**config.mk**
```make
export PLATFORM = sky130hd
export DESIGN_NAME = crt_raster_timing
export DESIGN_NICKNAME = d
export VERILOG_FILES = /design/src/rtl/crt_pkg.sv /design/src/rtl/crt_raster_timing.sv
export VERILOG_INCLUDE_DIRS = /design/src /design/src/rtl
export SDC_FILE = /design/constraint.sdc
export NUM_CORES = 1
export LEC_CHECK = 0
export BUFFER_PORTS_ARGS = -buffer_cell sky130_fd_sc_hd__buf_2
export CORE_MARGIN = 4
export CORE_UTILIZATION = 30
export DETAILED_ROUTE_END_ITERATION = 10
export SLEW_MARGIN = 20
export SYNTH_ARGS = -nofsm -noshare
export SYNTH_HDL_FRONTEND = slang
export SYNTH_SLANG_ARGS = --single-unit
export TNS_END_PERCENT = 1
```
**constraint.sdc**
```tcl
create_clock -name clock -period 6.2 [get_ports clock]
set_input_delay 1.24 -clock clock [delete_from_list [all_inputs] [get_ports clock]]
set_output_delay 1.24 -clock clock [all_outputs]
set_load 0.01 [all_outputs]
```
**src/rtl/crt_defines.svh**
```systemverilog
// Register map, field positions, reset values and per-format raster constants
`ifndef CRT_DEFINES_SVH
`define CRT_DEFINES_SVH

`define CRT_CTRL_ADDR        8'h00
`define CRT_CURSOR_ADDR      8'h04
`define CRT_ORIGIN_ADDR      8'h08
`define CRT_STATUS_ADDR      8'h0C
`define CRT_CTRL_EN_BIT      0
`define CRT_CTRL_FMT_LSB     1
`define CRT_CTRL_RATE_BIT    3
`define CRT_CUR_COL_LSB      0
`define CRT_CUR_ROW_LSB      8
`define CRT_CTRL_RESET       4'h8
`define CRT_RESP_OKAY        2'h0
`define CRT_RESP_SLVERR      2'h2

// Format A
`define CRT_A_CELL_W   4'h7
`define CRT_A_CELL_H   4'hA
`define CRT_A_CHARS    7'h50
`define CRT_A_ROWS     5'h18
`define CRT_A_LINES    9'h0F0
`define CRT_A_HTOTAL   7'h64
`define CRT_A_HS_DLY   7'h00
`define CRT_A_HS_W     7'h2B
`define CRT_A_VS_DLY60 9'h004
`define CRT_A_VS_DLY50 9'h01E
`define CRT_A_VS_W     9'h00A
`define CRT_A_VB60     9'h014
`define CRT_A_VB50     9'h048
`define CRT_A_VB_STOP  9'h001
`define CRT_A_LB_LOW   4'h4
// Format B
`define CRT_B_CELL_W   4'h9
`define CRT_B_CELL_H   4'hC
`define CRT_B_CHARS    7'h20
`define CRT_B_ROWS     5'h10
`define CRT_B_LINES    9'h0C0
`define CRT_B_HTOTAL   7'h32
`define CRT_B_HS_DLY   7'h06
`define CRT_B_HS_W     7'h04
`define CRT_B_VS_DLY60 9'h01B
`define CRT_B_VS_DLY50 9'h035
`define CRT_B_VS_W     9'h003
`define CRT_B_VB60     9'h044
`define CRT_B_VB50     9'h078
`define CRT_B_VB_STOP  9'h000
`define CRT_B_LB_LOW   4'h5
`define CRT_B_SERR_W   7'h04
// Format C
`define CRT_C_CELL_W   4'h9
`define CRT_C_CELL_H   4'hC
`define CRT_C_CHARS    7'h50
`define CRT_C_ROWS     5'h19
`define CRT_C_LINES    9'h12C
`define CRT_C_HTOTAL   7'h66
`define CRT_C_HS_DLY   7'h05
`define CRT_C_HS_W     7'h09
`define CRT_C_VS_DLY60 9'h000
`define CRT_C_VS_DLY50 9'h020
`define CRT_C_VS_W     9'h003
`define CRT_C_VB60     9'h014
`define CRT_C_VB50     9'h054
`define CRT_C_VB_STOP  9'h001
`define CRT_C_LB_LOW   4'h5
// Refresh address reload lead, in character times
`define CRT_RELOAD_LEAD 7'h03

`endif

```
**src/rtl/crt_pkg.sv**
```systemverilog
// Types shared by the raster timing block
package crt_pkg;
  typedef enum logic [1:0] {
    CRT_FMT_A,
    CRT_FMT_B,
    CRT_FMT_C,
    CRT_FMT_RSVD
  } crt_format_type;
endpackage

```
**src/rtl/crt_raster_timing.sv**
```systemverilog
// Raster timing generator for three fixed character-display formats, AXI4-Lite control
//
// Function
// RQ1: Characters per row are 80, 32 or 80 for formats A, B, C.
// RQ2: Character rows per frame are 24, 16 or 25.
// RQ3: Active video spans 240, 192 or 300 scan lines.
// RQ4: Format C cell is 9 dots wide and 12 lines high.
// RQ5: Rate select 1 gives 60 Hz vertical timing, 0 gives 50 Hz.
// RQ6: Vertical sync starts a format and rate dependent line count after blanking start.
// RQ7: Vertical sync lasts 10 lines in A, 3 in B and C.
// RQ8: Blanking interval before video is 20/72, 68/120, 20/84 lines.
// RQ9: A scan line lasts 100, 50 or 102 character times.
// RQ10: Horizontal sync starts 0, 6 or 5 characters after horizontal blank start.
// RQ11: Horizontal sync lasts 43, 4 or 9 character times.
// RQ12: Vertical blank output ends 1, 0 or 1 lines before video.
// RQ13: Cursor enable is active on every scan line of the cursor row.
// RQ14: Only format B puts serrations on horizontal sync during vertical sync.
// RQ15: Format B serration pulses are 4 character times wide.
// RQ16: Line buffer clock is low 4 dots in A, 5 dots in B and C.
// RQ17: Horizontal sync active high in A and C, low in B.
// RQ18: Vertical sync active low in A and B, high in C.
// RQ19: Vertical blank output is active high in all formats.
// RQ20: Vertical sync changes at the start of horizontal blanking.
// RQ21: Line-in-row counter is cleared one full row before video.
// RQ22: Refresh address holds last plus one, reloads from origin three characters early.
// RQ23: Horizontal blank covers every character time after the last active one.
// RQ24: Reset clears all counters and leaves sync and blank outputs inactive.
`timescale 1ns/1ps
`include "crt_defines.svh"

module crt_raster_timing (
  input  wire logic          clock,
  input  wire logic          rst,
  input  wire logic [7:0]    s_axi_awaddr,
  input  wire logic          s_axi_awvalid,
  output logic               s_axi_awready,
  input  wire logic [31:0]   s_axi_wdata,
  input  wire logic [3:0]    s_axi_wstrb,
  input  wire logic          s_axi_wvalid,
  output logic               s_axi_wready,
  output logic [1:0]         s_axi_bresp,
  output logic               s_axi_bvalid,
  input  wire logic          s_axi_bready,
  input  wire logic [7:0]    s_axi_araddr,
  input  wire logic          s_axi_arvalid,
  output logic               s_axi_arready,
  output logic [31:0]        s_axi_rdata,
  output logic [1:0]         s_axi_rresp,
  output logic               s_axi_rvalid,
  input  wire logic          s_axi_rready,
  output logic               hSync,
  output logic               vSync,
  output logic               vBlank,
  output logic               hBlank,
  output logic               cursorEnable,
  output logic               lineBufClk,
  output logic [3:0]         scanLine,
  output logic [11:0]        refreshAddr
);
  import crt_pkg::*;

  ////////////////////////////////////////////////////////////////////////////////
  // Register file
  logic [3:0]  ctrl_reg;
  logic [11:0] cursor_reg;
  logic [11:0] rowOriginReg_reg;
  logic        bValid_reg;
  logic [1:0]  bResp_reg;
  logic        rValid_reg;
  logic [1:0]  rResp_reg;
  logic [31:0] rData_reg;

  wire         wrTake    = s_axi_awvalid && s_axi_wvalid && !bValid_reg;
  wire         rdTake    = s_axi_arvalid && !rValid_reg;
  wire         wrCtrl    = wrTake && (s_axi_awaddr == `CRT_CTRL_ADDR);
  wire         wrCursor  = wrTake && (s_axi_awaddr == `CRT_CURSOR_ADDR);
  wire         wrOrigin  = wrTake && (s_axi_awaddr == `CRT_ORIGIN_ADDR);
  wire         wrHit     = wrCtrl || wrCursor || wrOrigin ||
                           (s_axi_awaddr == `CRT_STATUS_ADDR);
  wire [31:0]  strbMask  = {{8{s_axi_wstrb[3]}}, {8{s_axi_wstrb[2]}},
                            {8{s_axi_wstrb[1]}}, {8{s_axi_wstrb[0]}}};
  wire [31:0]  ctrlMerge   = (s_axi_wdata & strbMask) | ({28'h0, ctrl_reg} & ~strbMask);
  wire [31:0]  cursorMerge = (s_axi_wdata & strbMask) | ({20'h0, cursor_reg} & ~strbMask);
  wire [31:0]  originMerge = (s_axi_wdata & strbMask) |
                             ({20'h0, rowOriginReg_reg} & ~strbMask);

  assign s_axi_awready = wrTake;
  assign s_axi_wready  = wrTake;
  assign s_axi_arready = rdTake;
  assign s_axi_bvalid  = bValid_reg;
  assign s_axi_bresp   = bResp_reg;
  assign s_axi_rvalid  = rValid_reg;
  assign s_axi_rresp   = rResp_reg;
  assign s_axi_rdata   = rData_reg;

  wire             enable   = ctrl_reg[`CRT_CTRL_EN_BIT];
  wire             rateSel  = ctrl_reg[`CRT_CTRL_RATE_BIT];
  wire [1:0]       fmtBits  = ctrl_reg[`CRT_CTRL_FMT_LSB +: 2];
  crt_format_type  fmt;
  assign fmt = crt_format_type'(fmtBits);
  // The reserved code behaves as format A so the outputs stay defined
  wire fmtB = (fmt == CRT_FMT_B);
  wire fmtC = (fmt == CRT_FMT_C);
  wire [6:0] cursorCol = cursor_reg[`CRT_CUR_COL_LSB +: 7];
  wire [4:0] cursorRow = cursor_reg[`CRT_CUR_ROW_LSB +: 5];

  always_ff @(posedge clock) begin
    if (rst) begin
      ctrl_reg         <= `CRT_CTRL_RESET;
      cursor_reg       <= 12'h000;
      rowOriginReg_reg <= 12'h000;
    end else begin
      if (wrCtrl)
        ctrl_reg <= ctrlMerge[3:0];
      if (wrCursor)
        cursor_reg <= cursorMerge[11:0];
      if (wrOrigin)
        rowOriginReg_reg <= originMerge[11:0];
    end
  end

  always_ff @(posedge clock) begin
    if (rst) begin
      bValid_reg <= 1'b0;
      bResp_reg  <= `CRT_RESP_OKAY;
    end else if (wrTake) begin
      bValid_reg <= 1'b1;
      bResp_reg  <= wrHit ? `CRT_RESP_OKAY : `CRT_RESP_SLVERR;
    end else if (s_axi_bready) begin
      bValid_reg <= 1'b0;
    end
  end

  ////////////////////////////////////////////////////////////////////////////////
  // Per-format timing selection
  wire [3:0] cellW    = fmtB ? `CRT_B_CELL_W : fmtC ? `CRT_C_CELL_W : `CRT_A_CELL_W; // RQ4
  wire [3:0] cellH    = fmtB ? `CRT_B_CELL_H : fmtC ? `CRT_C_CELL_H : `CRT_A_CELL_H; // RQ4
  wire [6:0] charsRow = fmtB ? `CRT_B_CHARS : fmtC ? `CRT_C_CHARS : `CRT_A_CHARS; // RQ1
  wire [4:0] rowsFrm  = fmtB ? `CRT_B_ROWS : fmtC ? `CRT_C_ROWS : `CRT_A_ROWS; // RQ2
  wire [8:0] actLines = fmtB ? `CRT_B_LINES : fmtC ? `CRT_C_LINES : `CRT_A_LINES; // RQ3
  wire [6:0] hTotal   = fmtB ? `CRT_B_HTOTAL : fmtC ? `CRT_C_HTOTAL : `CRT_A_HTOTAL; // RQ9
  wire [6:0] hsDelay  = fmtB ? `CRT_B_HS_DLY : fmtC ? `CRT_C_HS_DLY : `CRT_A_HS_DLY; // RQ10
  wire [6:0] hsWidth  = fmtB ? `CRT_B_HS_W : fmtC ? `CRT_C_HS_W : `CRT_A_HS_W; // RQ11
  wire [8:0] vsWidth  = fmtB ? `CRT_B_VS_W : fmtC ? `CRT_C_VS_W : `CRT_A_VS_W; // RQ7
  wire [8:0] vbStop   = fmtB ? `CRT_B_VB_STOP : fmtC ? `CRT_C_VB_STOP : `CRT_A_VB_STOP; // RQ12
  wire [3:0] lbLow    = fmtB ? `CRT_B_LB_LOW : fmtC ? `CRT_C_LB_LOW : `CRT_A_LB_LOW; // RQ16
  wire [8:0] vsDly60  = fmtB ? `CRT_B_VS_DLY60 : fmtC ? `CRT_C_VS_DLY60 : `CRT_A_VS_DLY60;
  wire [8:0] vsDly50  = fmtB ? `CRT_B_VS_DLY50 : fmtC ? `CRT_C_VS_DLY50 : `CRT_A_VS_DLY50;
  wire [8:0] vb60     = fmtB ? `CRT_B_VB60 : fmtC ? `CRT_C_VB60 : `CRT_A_VB60;
  wire [8:0] vb50     = fmtB ? `CRT_B_VB50 : fmtC ? `CRT_C_VB50 : `CRT_A_VB50;
  wire [8:0] vsDelay  = rateSel ? vsDly60 : vsDly50; // RQ5 RQ6
  wire [8:0] vbInt    = rateSel ? vb60 : vb50; // RQ5 RQ8
  wire [8:0] vTotal   = actLines + vbInt;
  wire       hsPolHi  = !fmtB; // RQ17
  wire       vsPolHi  = fmtC; // RQ18

  ////////////////////////////////////////////////////////////////////////////////
  // Dot, character, line and row counters
  logic [3:0] dotCnt_reg;
  logic [6:0] charCnt_reg;
  logic [8:0] lineCnt_reg;
  logic [3:0] rowLine_reg;
  logic [4:0] rowCnt_reg;

  wire       charEnd   = (dotCnt_reg == cellW - 4'h1);
  wire       lineEnd   = charEnd && (charCnt_reg == hTotal - 7'h01);
  wire       frameEnd  = lineEnd && (lineCnt_reg == vTotal - 9'h001);
  wire       rowEnd    = (rowLine_reg == cellH - 4'h1);
  // One full row ahead of video, so rows stay aligned whatever the blank count
  wire [8:0] clearLine = vTotal - {5'h00, cellH} - 9'h001;
  wire       videoLine = (lineCnt_reg < actLines);

  always_ff @(posedge clock) begin
    if (rst || !enable) begin // RQ24
      dotCnt_reg  <= 4'h0;
      charCnt_reg <= 7'h00;
      lineCnt_reg <= 9'h000;
      rowLine_reg <= 4'h0;
      rowCnt_reg  <= 5'h00;
    end else begin
      dotCnt_reg <= charEnd ? 4'h0 : dotCnt_reg + 4'h1;
      if (charEnd)
        charCnt_reg <= lineEnd ? 7'h00 : charCnt_reg + 7'h01;
      if (lineEnd) begin
        lineCnt_reg <= frameEnd ? 9'h000 : lineCnt_reg + 9'h001;
        if (frameEnd || rowEnd || lineCnt_reg == clearLine) // RQ21
          rowLine_reg <= 4'h0;
        else
          rowLine_reg <= rowLine_reg + 4'h1;
        if (frameEnd)
          rowCnt_reg <= 5'h00;
        else if (rowEnd && videoLine && rowCnt_reg != rowsFrm)
          rowCnt_reg <= rowCnt_reg + 5'h01; // RQ2
      end
    end
  end

  ////////////////////////////////////////////////////////////////////////////////
  // Horizontal and vertical decode
  wire [7:0] hsStartRaw = {1'b0, charsRow} + {1'b0, hsDelay};
  wire [6:0] hsStart    = (hsStartRaw >= {1'b0, hTotal}) ?
                          7'(hsStartRaw - {1'b0, hTotal}) : hsStartRaw[6:0];
  // Distance from sync start, folded so a pulse may wrap into the next line
  wire [6:0] hsDist     = (charCnt_reg >= hsStart) ? charCnt_reg - hsStart
                                                   : charCnt_reg + hTotal - hsStart;
  wire       inHsPulse  = (hsDist < hsWidth); // RQ10 RQ11
  wire       inSerrNotch = (hsDist < `CRT_B_SERR_W); // RQ15
  wire       activeChar = (charCnt_reg < charsRow);
  wire       hBlankAct  = !activeChar; // RQ23
  wire [8:0] vsStart    = actLines + vsDelay;
  wire       vsLineAct  = (lineCnt_reg >= vsStart) && (lineCnt_reg < vsStart + vsWidth); // RQ6 RQ7
  wire       vbAct      = !videoLine && (lineCnt_reg < vTotal - vbStop); // RQ8 RQ12
  wire       hblankEdge = charEnd && (charCnt_reg == charsRow - 7'h01);

  logic vsAct_reg;
  // Inverted sync with a notch gives composite-style serrations in format B
  wire  hsAct = (vsAct_reg && fmtB) ? !inSerrNotch : inHsPulse; // RQ14
  wire  curAct = videoLine && activeChar && (rowCnt_reg == cursorRow) &&
                 (charCnt_reg == cursorCol); // RQ13

  always_ff @(posedge clock) begin
    if (rst || !enable)
      vsAct_reg <= 1'b0;
    else if (hblankEdge)
      vsAct_reg <= vsLineAct; // RQ20
  end

  ////////////////////////////////////////////////////////////////////////////////
  // Registered outputs
  logic        hSync_reg;
  logic        vSync_reg;
  logic        vBlank_reg;
  logic        hBlank_reg;
  logic        cursor_en_reg;
  logic        lineBufClk_reg;
  logic [11:0] refreshAddr_reg;

  always_ff @(posedge clock) begin
    if (rst) begin // RQ24
      hSync_reg      <= 1'b0;
      vSync_reg      <= 1'b1;
      vBlank_reg     <= 1'b0;
      hBlank_reg     <= 1'b0;
      cursor_en_reg  <= 1'b0;
      lineBufClk_reg <= 1'b1;
    end else if (!enable) begin // RQ24
      hSync_reg      <= !hsPolHi;
      vSync_reg      <= !vsPolHi;
      vBlank_reg     <= 1'b0;
      hBlank_reg     <= 1'b0;
      cursor_en_reg  <= 1'b0;
      lineBufClk_reg <= 1'b1;
    end else begin
      hSync_reg      <= hsPolHi ? hsAct : !hsAct; // RQ17
      vSync_reg      <= vsPolHi ? vsAct_reg : !vsAct_reg; // RQ18
      vBlank_reg     <= vbAct; // RQ19
      hBlank_reg     <= hBlankAct;
      cursor_en_reg  <= curAct;
      lineBufClk_reg <= !(dotCnt_reg < lbLow); // RQ16
    end
  end

  always_ff @(posedge clock) begin
    if (rst)
      refreshAddr_reg <= 12'h000;
    else if (charEnd && charCnt_reg == hTotal - `CRT_RELOAD_LEAD)
      refreshAddr_reg <= rowOriginReg_reg; // RQ22
    else if (charEnd && activeChar && enable)
      refreshAddr_reg <= refreshAddr_reg + 12'h001; // RQ22
  end

  assign hSync        = hSync_reg;
  assign vSync        = vSync_reg;
  assign vBlank       = vBlank_reg;
  assign hBlank       = hBlank_reg;
  assign cursorEnable = cursor_en_reg;
  assign lineBufClk   = lineBufClk_reg;
  assign scanLine     = rowLine_reg;
  assign refreshAddr  = refreshAddr_reg;

  ////////////////////////////////////////////////////////////////////////////////
  // Read path
  wire [31:0] statusWord = {2'h0, vsAct_reg, vbAct, 3'h0, lineCnt_reg,
                            1'b0, charCnt_reg, 3'h0, rowCnt_reg};
  wire        rdCtrl   = (s_axi_araddr == `CRT_CTRL_ADDR);
  wire        rdCursor = (s_axi_araddr == `CRT_CURSOR_ADDR);
  wire        rdOrigin = (s_axi_araddr == `CRT_ORIGIN_ADDR);
  wire        rdStatus = (s_axi_araddr == `CRT_STATUS_ADDR);
  wire        rdHit    = rdCtrl || rdCursor || rdOrigin || rdStatus;
  wire [31:0] rdMux    = rdCtrl   ? {28'h0, ctrl_reg} :
                         rdCursor ? {20'h0, cursor_reg} :
                         rdOrigin ? {20'h0, rowOriginReg_reg} :
                         rdStatus ? statusWord : 32'h0;

  always_ff @(posedge clock) begin
    if (rst) begin
      rValid_reg <= 1'b0;
      rResp_reg  <= `CRT_RESP_OKAY;
      rData_reg  <= 32'h0;
    end else if (rdTake) begin
      rValid_reg <= 1'b1;
      rResp_reg  <= rdHit ? `CRT_RESP_OKAY : `CRT_RESP_SLVERR;
      rData_reg  <= rdMux;
    end else if (s_axi_rready) begin
      rValid_reg <= 1'b0;
    end
  end

endmodule

```
# Word level (Yosys, flattened, before mapping)
# Index checks and enable logic that the tools add are counted.
# word_totals
output_inout_bits	63
regBits	114
input_bits	59
# classes
n_lt_le_gt_ge	10
add_sub_neg	23
reduce_logical	48
n_bitwise	9
muxes	53
n_eq_ne	18
# ops
operator	count
$mux 30	4
$mux 7	7
$and 12x12->12	3
$mux 6	6
$eq 8x4->1 const B	4
$eq 7x7->1	4
$lt 9x9->1	3
$mux 9	3
$mux 12	2
$mux 4	6
$or 12x12->12	2
$sub 7x7->7	3
$logic_and 1x1->1	20
$mux 5	4
$eq 9x9->1	2
$sub 9x1->9 const B	2
$eq 8x3->1 const B	2
$logic_not 8->1	2
$mux 3	5
$sub 7x1->7 const B	2
$mux 1	13
$add 12x1->12 const B	1
$not 12->12	1
$logic_not 1->1	10
other kinds (33)	50

# Longest topological paths before layout
# depth
ltp_word	14
mapped_depth	21
ltp_nobuf	19

# Least setup slack after synthesis
# No wires, ideal clock.
# synth_timing
path_kind	register to register
from	reg with a tool-made name
to	reg hSync_reg, in the netlist hSync
path_stages_with_launch	21
required_time_ns	6.067
period_less_slack_ns	4.709
setup_ns	0.133
arrival_ns	4.576
path_buffers	3
slack_ns	1.491
path_cell_list	dfxtp_1 > inv_1 > ha_1 > buf_2 > buf_1 > inv_1 > ha_1 > a211o_1 > a31o_1 > a41oi_1 > o21a_1 > buf_4 > mux2_2 > ha_1 > o21ai_0 > a21oi_1 > o21a_1 > or4_1 > a311oi_1 > mux2i_1 > a31oi_1
# synth_rtl
item	line_no	rtl
end signal, assigned	crt_raster_timing.sv:247	hSync_reg <= !hsPolHi;
end signal, assigned	crt_raster_timing.sv:254	hSync_reg <= hsPolHi ? hsAct : !hsAct;
end, declared	crt_raster_timing.sv:230	logic hSync_reg;

==> out/metrics.yaml <==
outcome:
  outcome: "finished, final reports clean"
worst_setup_path:
  cp_slowest_cell: "or4b_1"
  cp-end-kind: "flip-flop"
  cp-endpoint: "rowCnt_reg[4]"
  crit_required_ns: 6.46
  rr_endpoint: "rowCnt_reg[4]"
  path_cells: "inv_1, ha_1, buf_4, nand2b_1, inv_1, nor2_1, inv_1, ha_1, xor2_4, or3_1, or3b_1, nor3_1, nor2_1, or4b_1, a21oi_1, o22ai_1"
  reg2reg_setup_slack_ns: 1.59
  cp_common_cell: "inv_1"
  rr_worst_depth: 16
  start_kind: "flip-flop"
  worstSetupPathType: "flip-flop to flip-flop"
  worstPathArrival_ns: 4.88
  slowest_delay_ns: 0.54
  worstPathMaxFanout: 30
job:
  maxCapViolCount: 0
cells_and_area:
  final_cell_mix: "nor2_1, dfxtp_1, buf_2, ha_1, nand2_1"
  diodes: 0
  area_growth_pct: 12.0
  multiInputGateArea_um2: 5050
  layout_commonest_cell: "nor2_1"
  finish.utilization_pct: 34.0
  num-fill-cells: 2686
  seq_area_um2: 2120
  fin_nets: 1087
  drive_gt1_share_pct: 15.6
timing:
  post-route-period-util_pct: 74.4
  hold_viol_final: 0
  clock-skew-final_ns: 0.0117
  rsz0062_at_grt: "false"
  slew_violations: 0
  fin_tns_setup_ns: 0
  finalSetupViolations: 0
  min_period_ns: 4.61
  max_slew_margin_pct: 41.1
  setup_slack_ns: 1.59
  tightest_slew_ns: 0.880
  fmax_mhz: 217
cts:
  path_clk_slew_ns: 0.09
  cts-root-buf: "clkbuf_16"
  cts_sinks: 106
  cts_made_buffers: 9
  cts.path.max_buffers: 2
  worstSkewPairLatency_ns: 0.37
  cts_setup_buffers: 0
  hold_buffers: 0
  cts.repair.resized: 0
  cts_tree: "done"
  htree_levels: 3
power_and_ir_drop:
  powerDensity_nw_per_um2: 158
  ir_drop_uv: 126
  p_leak_nw: 3.57
logic_synthesis:
  synthAdderAreaFrac_pct: 11.5
  ys_types: 81
  synth_top_family_by_area: "simple AND/OR/NAND/NOR gates"
  yosysWarningCount: 0
  ys_ff_latch: 106
  synthCells: 906
  ys_seq_area_share_pct: 27.9
  synth_xor_area_share_pct: 9.03
  synth.avg_cell_area_um2: 8.41
  synth_flop_cell: "dfxtp_1"
  synth-edff-count: 0
  async_reset_ff_share_pct: 0
  synth_compound_area_share_pct: 18.1
  synth.cell_area_um2: 7620
  synth_simple_gate_area_share_pct: 20.8
  synth_mux_area_share_pct: 6.40
die:
  die_area_um2: 28000
  die_w_um: 167
  die_y_um: 167
  start_util_pct: 30.3
  io-pin-count: 122
  coreArea_um2: 25100
  rows: 58
drt:
  firstDrtPassIters: 5
  num_vias: 6702
  drt_iter0_markers: 469
  wl_per_cell_um: 16.1
  postRouteAntennaNets: 0
  drc_errors: 0
  totalWireLength_mm: 20.9
  routed_via_density: 5.18
min_path:
  holdCritPathClass: "flip-flop to flip-flop"
placed_design:
  gp_congestion: 0.836
  post-place-ws_ns: 1.60
  io_buffers: 91
  place.detailed.hpwl_mm: 15.5
grt:
  track_usage_pct: 14.7
  grt_pass1_vias: 6394
  grt_overflow: 0
  grt_max_degree: 72
  antenna_found_initial: 0
  grt_pass1_wl_mm: 34.2
-- worst max-delay path: cells and delay by family (launching register included) --
family,cells,cell delay [ns]
flops,1,0.36
buf+inv,4,0.66
compound gates,2,0.27
xor+xnor,1,0.28
fa+ha+maj,2,0.64
simple gates,7,2.28
-- logic make-up (layout without fill, tap and decap cells) --
group	count (synthesis)	in the layout
flip-flops	106	106
AND/OR/NAND/NOR	321	321
buffers and inverters	94	145
adder cells (fa/ha/maj)	69	69
AO/OA/AOI/OAI	200	200
multiplexers	43	43
XOR/XNOR	72	72
other	1	8
-- layout make-up --
cell class | instances | area share (%)
clock inverter | 7 | 1.04
inverter | 30 | 1.32
clock buffer | 9 | 2.64
timing repair buffer | 99 | 6.04
multi-input combinational | 713 | 59.2
tap | 330 | 4.84
sequential | 106 | 24.9
-- stage by stage --
| step | cells | hold WS (ns) | instance area (um2) | total power, mW |
|---|---|---|---|---|
| after floorplan | 913 | 0.461 | 7640 | 0.732 |
| final | 1294 | 0.482 | 8530 | 1.35 |
| after global placement | 1278 | 0.465 | 8210 | 0.750 |
| after detailed placement | 1278 | 0.472 | 8220 | 0.751 |
| after CTS | 1294 | 0.489 | 8530 | 1.37 |
| after global routing | 1294 | 0.526 | 8530 | 1.39 |
-- synth_stat cells (6+ instances only) --
cell,n,area [um2]
mux2i_1,36,360
o21a_1,8,60.1
nand3_1,23,115
a21oi_1,51,255
o22ai_1,7,43.8
nand2b_1,17,106
nor2_1,108,405
a211oi_1,9,67.6
o21ai_0,31,155
a22oi_1,29,218
xnor2_1,39,342
or3_1,11,68.8
inv_1,30,113
or4_1,6,45.0
clkbuf_1,30,113
buf_2,8,40.0
nand4_1,9,56.3
xor2_1,29,254
nor4_1,10,62.6
nand2_1,60,225
and3_1,10,62.6
dfxtp_1,106,2120
nor2b_1,10,62.6
a21o_1,16,120
ha_1,67,838
buf_4,12,90.1
nor3_1,25,125
o31ai_1,7,52.6
-- worst min-delay path by stage --
stage / start / slack (ns) / end / depth (start not counted)
floorplan: flip-flop / 0.46 / flip-flop / 2
global placement: s_axi_rdata[10] / 0.46 / s_axi_rdata[10] / 2
detailed placement: s_axi_rdata[28] / 0.47 / s_axi_rdata[28] / 2
CTS: s_axi_rvalid / 0.49 / s_axi_rvalid / 2
global route: s_axi_rvalid / 0.53 / s_axi_rvalid / 2
finish: s_axi_rvalid / 0.48 / s_axi_rvalid / 2
-- where the power goes --
part           total, mW  internal [mW]  switching (mW)
Clock              0.614          0.293           0.322
Sequential         0.683          0.682         0.00105
Combinational     0.0514         0.0185          0.0329
Total               1.35          0.993           0.355
-- layer usage --
metal	up-vias	GRT usage, %	wire, um
met1	3185	20.5	9720
li1	3329	-	-
met2	158	23.7	9730
met3	30	2.90	1120
met4	0	3.28	324
met5	-	0	0
No activity file was read; power rests on OpenSTA's default activity.
